===== config.mk =====
export PLATFORM = sky130hd
export DESIGN_NAME = dsi_master_receive_check
export DESIGN_NICKNAME = d
export VERILOG_FILES = /design/src/common/dsi_rx_pkg.sv /design/src/rx_crc_path.sv /design/src/dsi_master_receive_check.sv
export SDC_FILE = /design/constraint.sdc
export NUM_CORES = 2
export LEC_CHECK = 0
export ABC_AREA = 1
export BUFFER_PORTS_ARGS = -buffer_cell sky130_fd_sc_hd__buf_2
export CORE_AREA = 2 2 452 454
export DETAILED_ROUTE_END_ITERATION = 16
export DIE_AREA = 0 0 454 456
export PLACE_DENSITY = 0.56
export SETUP_SLACK_MARGIN = 0.3
export SLEW_MARGIN = 20
export SYNTH_ARGS = -nofsm -noshare
export SYNTH_HDL_FRONTEND = slang
export SYNTH_SLANG_ARGS = --single-unit

===== constraint.sdc =====
create_clock -name i_clk_sys -period 3.8 [get_ports i_clk_sys]
set_clock_uncertainty 0.05 [all_clocks]
set_input_delay 0.38 -clock i_clk_sys [delete_from_list [all_inputs] [get_ports i_clk_sys]]
set_output_delay 0.38 -clock i_clk_sys [all_outputs]
set_load 0.1 [all_outputs]

===== src/common/dsi_rx_pkg.sv =====
// constants and types for the sensor-bus receive check block
package dsi_rx_pkg;
   localparam int NCH = 4;
   localparam int MSG_W = 16;
   localparam int CRC_MAX = 8;
   localparam int FUSE_N = 128;
   localparam int PARITY_ERR_BIT = 7;
   localparam logic [3:0] DEF_CRC_LEN = 4'h4;
   localparam logic [7:0] DEF_POLY = 8'h11;
   localparam logic [7:0] DEF_SEED = 8'h0a;
   localparam int DATA_LSB = 0;
   localparam int DATA_W = 8;
   localparam int ADDR_LSB = 8;
   localparam int ADDR_W = 8;
   localparam logic [7:0] ADDR_ALL1 = 8'hff;
   localparam logic [7:0] ADDR_ALL0 = 8'h00;
   localparam int P_HIGH = 0;
   localparam int P_LOW = 1;
   localparam int P_SUM0 = 2;
   localparam int P_SUM1 = 3;
   localparam int NPATH = 4;
   localparam logic [6:0] MASK_REV_DEF = 7'h15;

   typedef struct packed {
      logic [3:0] len;
      logic [7:0] poly;
      logic [7:0] seed;
   } crc_cfg_t;

   typedef struct packed {
      logic start;
      logic valid;
      logic fin;
      logic high;
      logic low;
      logic sum;
      logic tx;
      logic fault;
   } lane_t;

   typedef struct packed {
      logic err;
      logic main_sum;
      logic ro_sum;
   } dec_t;

   typedef enum logic [1:0] {
      FS_LOAD = 2'b01,
      FS_DONE = 2'b10
   } fuse_st_t;
endpackage


===== src/rx_crc_path.sv =====
// one serial receive path: shift register plus programmable crc check
`timescale 1ns/10ps
`default_nettype none
module rx_crc_path
   import dsi_rx_pkg::*;
#(
   parameter int W = MSG_W
) (
   input wire logic i_clk_sys,
   input wire logic i_sys_rst,
   input wire logic i_start,
   input wire logic i_valid,
   input wire logic i_fin,
   input wire logic i_bit,
   input wire crc_cfg_t i_cfg,
   output logic [W-1:0] o_data,
   output logic o_crc_ok,
   output logic o_done
);
   typedef struct packed {
      logic [CRC_MAX-1:0] crc;
      logic [W+CRC_MAX-1:0] sh;
      logic [W-1:0] data;
      logic ok;
      logic done;
   } path_st_t;

   path_st_t st;
   path_st_t next_st;

   if (W < 1) begin : g_chk
      $error("rx_crc_path: width must be positive");
   end

   function automatic logic [CRC_MAX-1:0] len_mask(input logic [3:0] len);
      logic [CRC_MAX-1:0] m;
      m = '0;
      for (int i = 0; i < CRC_MAX; i++) begin
         m[i] = (4'(i) < len);
      end
      return m;
   endfunction

   always_comb begin
      logic [CRC_MAX-1:0] m;
      logic fb;
      m = len_mask(i_cfg.len);
      fb = 1'b0;
      next_st = st;
      next_st.done = 1'b0;
      if (i_start) begin
         next_st.crc = i_cfg.seed & m;
         next_st.sh = '0;
      end else if (i_valid) begin
         next_st.sh = {st.sh[W+CRC_MAX-2:0], i_bit};
         if (i_cfg.len != 4'h0) begin
            fb = i_bit ^ st.crc[3'(i_cfg.len - 4'h1)];
            next_st.crc = ((st.crc << 1) ^ (fb ? i_cfg.poly : 8'h00)) & m;
         end
      end else if (i_fin) begin
         next_st.done = 1'b1;
         next_st.data = W'(st.sh >> i_cfg.len);
         next_st.ok = ((st.crc & m) == 8'h00);
      end
   end

   always_ff @(posedge i_clk_sys) begin
      if (i_sys_rst) begin
         st <= '0;
      end else begin
         st <= next_st;
      end
   end

   assign o_data = st.data;
   assign o_crc_ok = st.ok;
   assign o_done = st.done;
endmodule
`default_nettype wire


===== src/dsi_master_receive_check.sv =====
// receive check, decision, loopback and fuse check for four bus channels
`timescale 1ns/10ps
`default_nettype none
// Functional notes
// - after reset copy 128 fuse bits, check parity, flag bit 7.
// - loopback only when both loop select bits are one.
// - in loopback the transmit stream replaces the received stream.
// - bus faults do not affect the looped test result.
// - entering loopback clears channel enable; host sets it again.
// - read-only buffer written in loopback only for matching patterns.
// - every message carries a crc; mismatch means invalid data.
// - default crc is 4 bits, polynomial 0x11, seed 1010.
// - crc length 0 to 8 bits, polynomial and seed per channel.
// - decision uses high line, low line and sum receivers.
// - all pass: flag equals high/low mismatch; ports get high, low.
// - high and sum pass, low fails: compare high with sum.
// - low and sum pass, high fails: compare low with sum.
// - only sum passes: flag clear, ports get both sum copies.
// - all other cases set flag and return high and low.
// - the two host port decision paths are fully separate; here each has its own sum copy but both share the high and low paths.
// - sum path keeps two duplicate holding registers.
// - transmit empty clears on select rise after write, sets when sent.
// - receive not empty sets on receive, clears on select rise after read.
module dsi_master_receive_check
   import dsi_rx_pkg::*;
#(
   parameter int N = NCH,
   parameter int W = MSG_W,
   parameter logic [6:0] MASK_REV = MASK_REV_DEF // arbitrary value
) (
   input wire logic i_clk_sys,
   input wire logic i_sys_rst,
   input wire lane_t [N-1:0] i_lane,
   input wire crc_cfg_t [N-1:0] i_crc_cfg,
   input wire logic [N-1:0] i_loop_select_low,
   input wire logic [N-1:0] i_loop_select_high,
   input wire logic [N-1:0] i_enable_set,
   input wire logic [N-1:0] i_enable_clr,
   input wire logic [N-1:0] i_tx_write,
   input wire logic [N-1:0] i_tx_sent,
   input wire logic [N-1:0] i_rx_read,
   input wire logic i_main_port_select,
   input wire logic [FUSE_N-1:0] i_fuse_bits,
   input wire logic i_fuse_parity,
   output logic [N-1:0][W-1:0] o_main_port_data,
   output logic [N-1:0][W-1:0] o_readonly_port_data,
   output logic [N-1:0] o_receive_error_flag,
   output logic [N-1:0] o_readonly_write,
   output logic [N-1:0] o_transmit_empty_flag,
   output logic [N-1:0] o_receive_not_empty_flag,
   output logic [N-1:0] o_channel_enable_register,
   output logic [N-1:0] o_loopback_active,
   output logic [N-1:0] o_bus_fault_status,
   output logic [7:0] o_mask_revision_register,
   output logic [FUSE_N-1:0] o_fuse_trim
);
   typedef struct packed {
      lane_t [N-1:0] s1;
      lane_t [N-1:0] s2;
      logic cs1;
      logic cs2;
      logic cs3;
      logic [N-1:0] loop;
      logic [N-1:0] en;
      logic [N-1:0] te;
      logic [N-1:0] receive_not_empty_flag;
      logic [N-1:0] tx_pend;
      logic [N-1:0] rd_pend;
      logic [N-1:0] err;
      logic [N-1:0] ro_wr;
      logic [N-1:0] fault;
      logic [N-1:0][W-1:0] main_d;
      logic [N-1:0][W-1:0] ro_d;
      fuse_st_t fst;
      logic [FUSE_N-1:0] fuse;
      logic [7:0] mrev;
      crc_cfg_t [N-1:0] cfg;
   } top_st_t;

   top_st_t st;
   top_st_t next_st;

   logic [N-1:0][NPATH-1:0] pbit;
   logic [N-1:0][NPATH-1:0] pok;
   logic [N-1:0][NPATH-1:0] pdone;
   logic [N-1:0][NPATH-1:0][W-1:0] pdata;

   if (N < 1) begin : g_chk_n
      $error("dsi_master_receive_check: channel count must be positive");
   end
   if (W < ADDR_LSB + ADDR_W || W < DATA_LSB + DATA_W) begin : g_chk
      $error("dsi_master_receive_check: message width too small");
   end

   ////////////////////////////////////////////////////////////////////////
   // decision table, used once per host port path

   function automatic dec_t decide(input logic ok_h, input logic ok_l,
                                   input logic ok_s, input logic eq_hl,
                                   input logic eq_hs, input logic eq_ls);
      dec_t d;
      d = '{err: 1'b1, main_sum: 1'b0, ro_sum: 1'b0};
      if (ok_h && ok_l && ok_s) begin
         d.err = !eq_hl;
      end else if (ok_h && ok_s && !ok_l) begin
         if (eq_hs) begin
            d = '{err: 1'b0, main_sum: 1'b0, ro_sum: 1'b1};
         end
      end else if (ok_l && ok_s && !ok_h) begin
         if (eq_ls) begin
            d = '{err: 1'b0, main_sum: 1'b1, ro_sum: 1'b0};
         end
      end else if (ok_s && !ok_h && !ok_l) begin
         d = '{err: 1'b0, main_sum: 1'b1, ro_sum: 1'b1};
      end
      return d;
   endfunction

   function automatic logic loop_pattern(input logic [W-1:0] m);
      logic [DATA_W-1:0] d;
      logic [ADDR_W-1:0] a;
      d = m[DATA_LSB +: DATA_W];
      a = m[ADDR_LSB +: ADDR_W];
      return ((d == ADDR_ALL1) || (d == ADDR_ALL0)) && (a == ~d);
   endfunction

   ////////////////////////////////////////////////////////////////////////
   // receive paths: high, low and two duplicate sum copies per channel

   for (genvar c = 0; c < N; c++) begin : g_ch
      always_comb begin
         if (st.loop[c]) begin
            pbit[c] = {NPATH{st.s2[c].tx}};
         end else begin
            pbit[c] = {st.s2[c].sum, st.s2[c].sum,
                       st.s2[c].low, st.s2[c].high};
         end
      end
      for (genvar p = 0; p < NPATH; p++) begin : g_path
         rx_crc_path #(
            .W(W)
         ) u_path (
            .i_clk_sys(i_clk_sys),
            .i_sys_rst(i_sys_rst),
            .i_start(st.s2[c].start),
            .i_valid(st.s2[c].valid),
            .i_fin(st.s2[c].fin),
            .i_bit(pbit[c][p]),
            .i_cfg(st.cfg[c]),
            .o_data(pdata[c][p]),
            .o_crc_ok(pok[c][p]),
            .o_done(pdone[c][p])
         );
      end
   end

   ////////////////////////////////////////////////////////////////////////
   // next state

   always_comb begin
      dec_t dm;
      dec_t dr;
      logic cs_rise;
      logic lp;
      logic [W-1:0] h;
      logic [W-1:0] l;
      logic [W-1:0] s0;
      logic [W-1:0] s1;
      logic [W-1:0] main_val;
      logic [W-1:0] ro_val;
      dm = '0;
      dr = '0;
      cs_rise = 1'b0;
      lp = 1'b0;
      h = '0;
      l = '0;
      s0 = '0;
      s1 = '0;
      main_val = '0;
      ro_val = '0;

      next_st = st;
      next_st.cfg = i_crc_cfg;
      // two-flop synchronisers for lane pins and select
      next_st.s1 = i_lane;
      next_st.s2 = st.s1;
      next_st.cs1 = i_main_port_select;
      next_st.cs2 = st.cs1;
      next_st.cs3 = st.cs2;
      cs_rise = st.cs2 && !st.cs3;
      next_st.ro_wr = '0;

      // fuse copy and parity check, once after reset
      case (st.fst)
         FS_LOAD: begin
            next_st.fuse = i_fuse_bits;
            next_st.mrev[PARITY_ERR_BIT] =
               ^{i_fuse_bits, i_fuse_parity};
            next_st.fst = FS_DONE;
         end
         FS_DONE: begin
            next_st.fst = FS_DONE;
         end
         default: begin
            next_st.fst = FS_LOAD;
         end
      endcase

      for (int c = 0; c < N; c++) begin
         // loopback select, fault mask and enable
         lp = i_loop_select_low[c] && i_loop_select_high[c];
         next_st.loop[c] = lp;
         next_st.fault[c] = st.s2[c].fault && !st.loop[c];

         if (lp && !st.loop[c]) begin
            next_st.en[c] = 1'b0;
         end else if (i_enable_set[c]) begin
            next_st.en[c] = 1'b1;
         end else if (i_enable_clr[c]) begin
            next_st.en[c] = 1'b0;
         end

         // transmit empty and receive not empty
         if (i_tx_write[c]) begin
            next_st.tx_pend[c] = 1'b1;
         end
         if (cs_rise && st.tx_pend[c]) begin
            next_st.te[c] = 1'b0;
            next_st.tx_pend[c] = i_tx_write[c];
         end
         if (i_tx_sent[c]) begin
            next_st.te[c] = 1'b1;
         end

         if (i_rx_read[c]) begin
            next_st.rd_pend[c] = 1'b1;
         end
         if (cs_rise && st.rd_pend[c]) begin
            next_st.receive_not_empty_flag[c] = 1'b0;
            next_st.rd_pend[c] = i_rx_read[c];
         end

         // receive decision, one path per host port
         h = pdata[c][P_HIGH];
         l = pdata[c][P_LOW];
         s0 = pdata[c][P_SUM0];
         s1 = pdata[c][P_SUM1];
         // main port path sees only high, low and the first sum copy
         dm = decide(pok[c][P_HIGH], pok[c][P_LOW], pok[c][P_SUM0],
                     h == l, h == s0, l == s0);
         // read-only port path sees only high, low and the second sum copy
         dr = decide(pok[c][P_HIGH], pok[c][P_LOW], pok[c][P_SUM1],
                     h == l, h == s1, l == s1);

         main_val = dm.main_sum ? s0 : h;
         ro_val = dr.ro_sum ? s1 : l;
         if (pdone[c][P_HIGH]) begin
            next_st.err[c] = dm.err;
            next_st.main_d[c] = main_val;
            next_st.receive_not_empty_flag[c] = 1'b1;
            if (!st.loop[c] || loop_pattern(ro_val)) begin
               next_st.ro_d[c] = ro_val;
               next_st.ro_wr[c] = 1'b1;
            end
         end
      end
   end

   ////////////////////////////////////////////////////////////////////////
   // state register

   always_ff @(posedge i_clk_sys) begin
      if (i_sys_rst) begin
         st <= '0;
         st.te <= '1;
         st.fst <= FS_LOAD;
         st.mrev <= {1'b0, MASK_REV};
         st.cs1 <= 1'b1;
         st.cs2 <= 1'b1;
         st.cs3 <= 1'b1;
         st.cfg <= {N{DEF_CRC_LEN, DEF_POLY, DEF_SEED}};
      end else begin
         st <= next_st;
      end
   end

   assign o_main_port_data = st.main_d;
   assign o_readonly_port_data = st.ro_d;
   assign o_receive_error_flag = st.err;
   assign o_readonly_write = st.ro_wr;
   assign o_transmit_empty_flag = st.te;
   assign o_receive_not_empty_flag = st.receive_not_empty_flag;
   assign o_channel_enable_register = st.en;
   assign o_loopback_active = st.loop;
   assign o_bus_fault_status = st.fault;
   assign o_mask_revision_register = st.mrev;
   assign o_fuse_trim = st.fuse;
endmodule
`default_nettype wire


# Yosys cells after proc, flatten, opt, wreduce, memory -nomap -nowiden
# Index checks and enable logic that the tools add are counted.
[totals]
reg_bits = 1230
in_bits = 272
out_inout_bits = 292
wordCells = 743
[op_classes]
add_sub_neg = 4
magnitude_cmp = 36
eq_ne = 26
shifts = 16
mux = 197
bitwise_logic = 84
n_reduce_logical = 192
[ops]
columns = ["cell", "count"]
rows = [
  ["$mux W32", 32],
  ["$shr A24 B4 Y16", 16],
  ["$and A8 B8 Y8", 36],
  ["$eq A16 B16 Y1", 16],
  ["$mux W8", 32],
  ["$logic_not A8 Y1", 20],
  ["$reduce_xor A129 Y1", 1],
  ["$mux W16", 8],
  ["$xor A8 B8 Y8", 16],
  ["$logic_and A1 B1 Y1", 85],
  ["$mux W1", 80],
  ["$lt A3 B4 Y1 const A", 16],
  ["$mux W3", 20],
  ["$bmux W1 S3", 16],
  ["$reduce_bool A2 Y1", 24],
  ["$reduce_or A2 Y1", 17],
  ["$eq A8 B8 Y1", 4],
  ["$eq A8 B8 Y1 const B", 4],
  ["$lt A1 B4 Y1 const A", 8],
  ["$lt A2 B4 Y1 const A", 8],
  ["$not A8 Y8", 4],
  ["$logic_not A1 Y1", 17],
  ["$lt A3 B4 Y1 const B", 4],
  ["$mux W4", 4],
  ["other kinds (11)", 67],
]

# Depth between registers and ports, before layout
[depth]
word_depth = 13
mapped_depth = 23
mapped_depth_nobuf = 21

# Modules after synthesis
# Synthesis repeated with hierarchy kept, for this count alone.
[unflattened]
hier_cells = 11490
area_unflattened_um2 = 74657.9
[by_module_without_submodules]
columns = ["mod", "n_inst", "cells_each", "area_per_inst_um2", "seq_area_each_um2"]
rows = [
  ["rx_crc_path", 16, 491, 3125.5, 1001.0],
  ["dsi_master_receive_check", 1, 3634, 24649.9, 8848.5],
]

# Worst setup path after synthesis
# No wires, ideal clock.
[synth_path]
path_kind = "register to register"
startpoint = "register st[36] in the netlist's numbering"
endpoint = "register g_ch[1].g_path[2].u_path.st[47] in the netlist's numbering"
arrival_ps = 3076
required_time_ps = 3655
setup_slack_ps = 578
stages_incl_launch_ff = 21
path_buffers = 6
period_less_slack_ps = 3222
path_cell_list = "dfxtp_1 buf_2 clkinv_1 clkbuf_1 buf_2 buf_2 buf_2 ha_1 clkbuf_1 inv_1 a21oi_1 o21ai_0 nand3_1 nand2_1 nand2_1 nand2_1 inv_1 nand2_1 xor2_1 nand2_1 a221oi_1"
[synth_via]
elab_chain_cells = 10
word_cells_on_any_way = 15
cone_classes = "1 x add/sub; 1 x order compare; 6 x mux; 4 x bitwise; 3 x reduce/logical"
[synth_rtl]
columns = ["item", "line_no", "source"]
rows = [
  ["from (decl)", "dsi_master_receive_check.sv:80", "top_st_t st;"],
  ["from (signal assigned)", "dsi_master_receive_check.sv:283", "st <= next_st;"],
  ["$sub A3 B1 Y3", "rx_crc_path.sv:57", "fb = i_bit ^ st.crc[3'(i_cfg.len - 4'h1)];"],
  ["$bmux W1 S3", "rx_crc_path.sv:57", ""],
  ["$mux W1 (not written as such)", "rx_crc_path.sv:57", ""],
  ["$xor A1 B1 Y1", "rx_crc_path.sv:57", ""],
  ["$mux W8", "rx_crc_path.sv:58", "next_st.crc = ((st.crc << 1) ^ (fb ? i_cfg.poly : 8'h00)) & m;"],
  ["$xor A8 B8 Y8", "rx_crc_path.sv:58", ""],
  ["$and A8 B8 Y8", "rx_crc_path.sv:58", ""],
  ["$mux W8", "rx_crc_path.sv:56", "if (i_cfg.len != 4'h0) begin"],
  ["$mux W32", "rx_crc_path.sv:54", "end else if (i_valid) begin"],
  ["$mux W32", "rx_crc_path.sv:51", "if (i_start) begin"],
  ["to (signal assigned)", "rx_crc_path.sv:71", "st <= next_st;"],
  ["to (decl)", "rx_crc_path.sv:28", "path_st_t st;"],
]
# Several ways; a longest one is shown, not always the timed one. The select of a mux whose other input is x is not followed.
# A chain may end at the register's enable or synchronous reset.

# Final worst setup path
[layout_path]
startpoint = "register st[58] in the netlist's numbering"
endpoint = "register g_ch[2].g_path[0].u_path.st (netlist bit g_ch[2].g_path[0].u_path.o_data[2])"
[layout_via]
elab_chain_cells = 1
[layout_rtl]
columns = ["item", "line_no", "source"]
rows = [
  ["$shr A24 B4 Y16", "rx_crc_path.sv:62", "next_st.data = W'(st.sh >> i_cfg.len);"],
  ["to (signal assigned)", "rx_crc_path.sv:71", ""],
  ["to (decl)", "rx_crc_path.sv:28", ""],
]
# Every way passes these cells.

==> qor.yml <==
port_buffers: 556
crit_buf_inv: 4
rows: 165
maxCapViolations: 0
grt_usage: 0.217
worst_setup_path_end_kind: "flip-flop"
ys_seq_area_frac: 0.367
die_w_um: 454
ctsRootBufferMaster: "clkbuf_16"
ys_ff_latch: 1070
p_leak_uw: 0.0282
area_growth_pct: 18.2
crit_start: "st[58]"
period_share: 0.863
async_flop_share: 0
drc_errors: 0
syn_area_um2: 58400
ios: 564
clk_latency_ps: 810
critPathArrivalTime_ps: 3910
critical_path_class: "reg2reg"
cp_max_fo: 15
clock_sinks: 1070
vdd_drop_max_mv: 0.461
htreeDepth: 4
drt-pass1-iter-count: 6
num_vias: 60474
die_area_um2: 207000
syn_avg_cell_area_um2: 6.72
fill_cells: 21711
synth_cells: 8697
synth-main-ff-cell: "dfxtp_1"
routedWlPerCell_um: 19.9
synth_adder_area_share: 0.00193
cts_tree: "done"
postRouteAntennaNets: 0
grt_pass1_wl_mm: 354
cp-start-kind: "flip-flop"
finalWorstPathRequiredPeriod_ps: 3280
fin_tns_setup_ps: 0
status: "complete, no violations"
crit_chain: "nor2_1 > buf_4 > inv_1 > nor2_2 > inv_1 > nor2_1 > a2111oi_0 > buf_4 > a21oi_1"
dp_cells: 11256
p_per_area_nw_per_um2: 546
dp_slack_ps: 445
dieHeight_um: 456
routabilityCongestion: 0.933
yosys_warnings: 0
synth-simple-area-share: 0.251
cts-buffers-inserted: 137
synthMuxAreaShare: 0.00754
hpwl_mm: 170
slew_violations: 0
critPathMaxStageDelay_ps: 880
synth_compound_area_frac: 0.218
min-delay-path-class: "in2reg"
clk_path_buf_depth: 3
setup_viol: 0
coreArea_um2: 202000
synth_xor_area_frac: 0.0340
start_util: 0.290
crit_slowest_cell: "a2111oi_0"
overflow: 0
holdCritStartpoint: "i_crc_cfg[48]"
slew-limit-headroom: 0.218
final_cells: 11785
vias_per_cell: 5.13
synth_edf_count: 0
grt_max_degree: 143
rsz0062_at_grt: "no"
antenna_found_initial: 14
rr_startpoint: "st[58]"
synth_top_family_by_area: "simple AND/OR/NAND/NOR gates"
grt_pass1_vias: 57422
timing.fmax_ghz: 0.305
crit_family: "buffers and inverters"
routed_wirelength_mm: 235
drtIter0Drc: 6071
hold_violations: 0
cp.required_ps: 4430
fin_nets: 9282
ys_types: 51
worst_setup_hold_path_clk_slew_ps: 60
worst_pin_slew_ps: 1140
setup_ws_ps: 522
layout-drive-gt1-share: 0.122
-- flip-flops by register name, indices dropped and copies added, names as in the netlist, 4 cells and up --
| register | count |
|---|---|
| o_readonly_write | 4 |
| o_transmit_empty_flag | 4 |
| st | 123 |
| o_main_port_data | 64 |
| next_st | 34 |
| o_receive_error_flag | 4 |
| g_ch.g_path.u_path.o_crc_ok | 16 |
| g_ch.g_path.u_path.o_data | 192 |
| o_receive_not_empty_flag | 4 |
| g_ch.g_path.u_path.st | 416 |
| g_ch.g_path.u_path.o_done | 4 |
| o_bus_fault_status | 4 |
| o_readonly_port_data | 64 |
| o_channel_enable_register | 4 |
| o_loopback_active | 4 |
| o_fuse_trim | 128 |
-- cell usage after synthesis (all sizes together), types with 11 or more instances --
library cell	n	area share
o21ai	900	0.077
nand2	2197	0.14
xnor2	108	0.016
a31oi	126	0.013
a21oi	710	0.061
o221a	39	0.0075
a221oi	261	0.039
nor2	741	0.048
xor2	119	0.018
nor3	11	0.00094
clkinv	16	0.0010
or2	45	0.0048
o22ai	89	0.0095
nor4	14	0.0015
mux2i	44	0.0075
dfxtp	1070	0.37
inv	675	0.043
nand4	13	0.0014
nand3	588	0.050
buf	408	0.049
a211oi	29	0.0037
clkbuf	422	0.027
-- placed cells by master (no fill, tap or decap), types with 119 or more instances in the layout --
| master | netlist | final |
|---|---|---|
| dlygate4sd3_1 | 0 | 278 |
| a221oi_1 | 261 | 261 |
| buf_2 | 32 | 555 |
| a21oi_1 | 710 | 708 |
| buf_4 | 301 | 146 |
| nand3_1 | 587 | 587 |
| nor2_1 | 734 | 729 |
| xor2_1 | 119 | 119 |
| a31oi_1 | 126 | 126 |
| o21ai_0 | 893 | 893 |
| dfxtp_1 | 1070 | 1057 |
| nand2_1 | 2186 | 2185 |
| inv_1 | 634 | 629 |
| clkbuf_16 | 0 | 138 |
-- final cells by class --
type                       count  area [um2]  share of cell area
multi-input combinational   6111       30100               0.436
sequential                  1070       21400               0.311
timing repair buffer         990        6880              0.0996
clock buffer                 188        3890              0.0564
tap                         2672        3340              0.0484
inverter                     691        2600              0.0377
clock inverter                57         802              0.0116
antenna                        6        15.0            0.000217
-- path summary, 6_finish.rpt --
kind         cells after the start                                  to  slack (ps)
max                              9  g_ch[2].g_path[0].u_path.o_data[2]         520
min                              3                              st[48]         250
max reg2reg                      9  g_ch[2].g_path[0].u_path.o_data[2]         520
min reg2reg                      2                             st[412]         350
-- through the flow --
| step | total power (uW) | utilization | hold WS [ps] | cell area, um2 |
|---|---|---|---|---|
| 2_1_floorplan | 22000 | - | 338 | 58400 |
| 3_3_place_gp | 23900 | 0.305 | 342 | 61500 |
| 3_5_place_dp | 23900 | 0.305 | 342 | 61500 |
| 4_1_cts | 37900 | 0.342 | 177 | 69000 |
| 5_1_grt | 39200 | 0.342 | 218 | 69000 |
| 6_report | 37700 | 0.342 | 246 | 69000 |
-- worst min-delay path, stage by stage --
cell           delay, ps
dlygate4sd3_1        520
buf_2                 90
or2_2                 80
-- kinds of logic after synthesis --
| family | after synthesis |
|---|---|
| muxes | 44 |
| other | 2 |
| adders and majority gates | 9 |
| DFF | 1070 |
| buffers and inverters | 1521 |
| and+or+nand+nor | 3623 |
| xor gates and xnor gates | 227 |
| AOI/OAI and AO/OA | 2201 |
-- report_power, final --
group	total, uW	leakage [uW]	internal (uW)	switching, uW
clock	13600	0.00229	8110	5530
combinational	11200	0.0172	2310	8900
sequential	12900	0.00875	12200	670
-- timing repair --
action                                  in CTS  in global routing
setup buffers                                0                  0
hold buffers                               278                  0
endpoints found under the setup margin       0                 53
endpoints found under the hold margin      262                  0
resized for setup                            0                  7
-- metal layers --
layer,vias up,GRT usage,routed length (um)
met1,28574,0.290,103000
met5,-,0,38
li1,29342,-,-
met3,409,0.0317,14000
met2,2143,0.352,108000
met4,6,0.0813,8800
(Power assumes the default switching activity.)
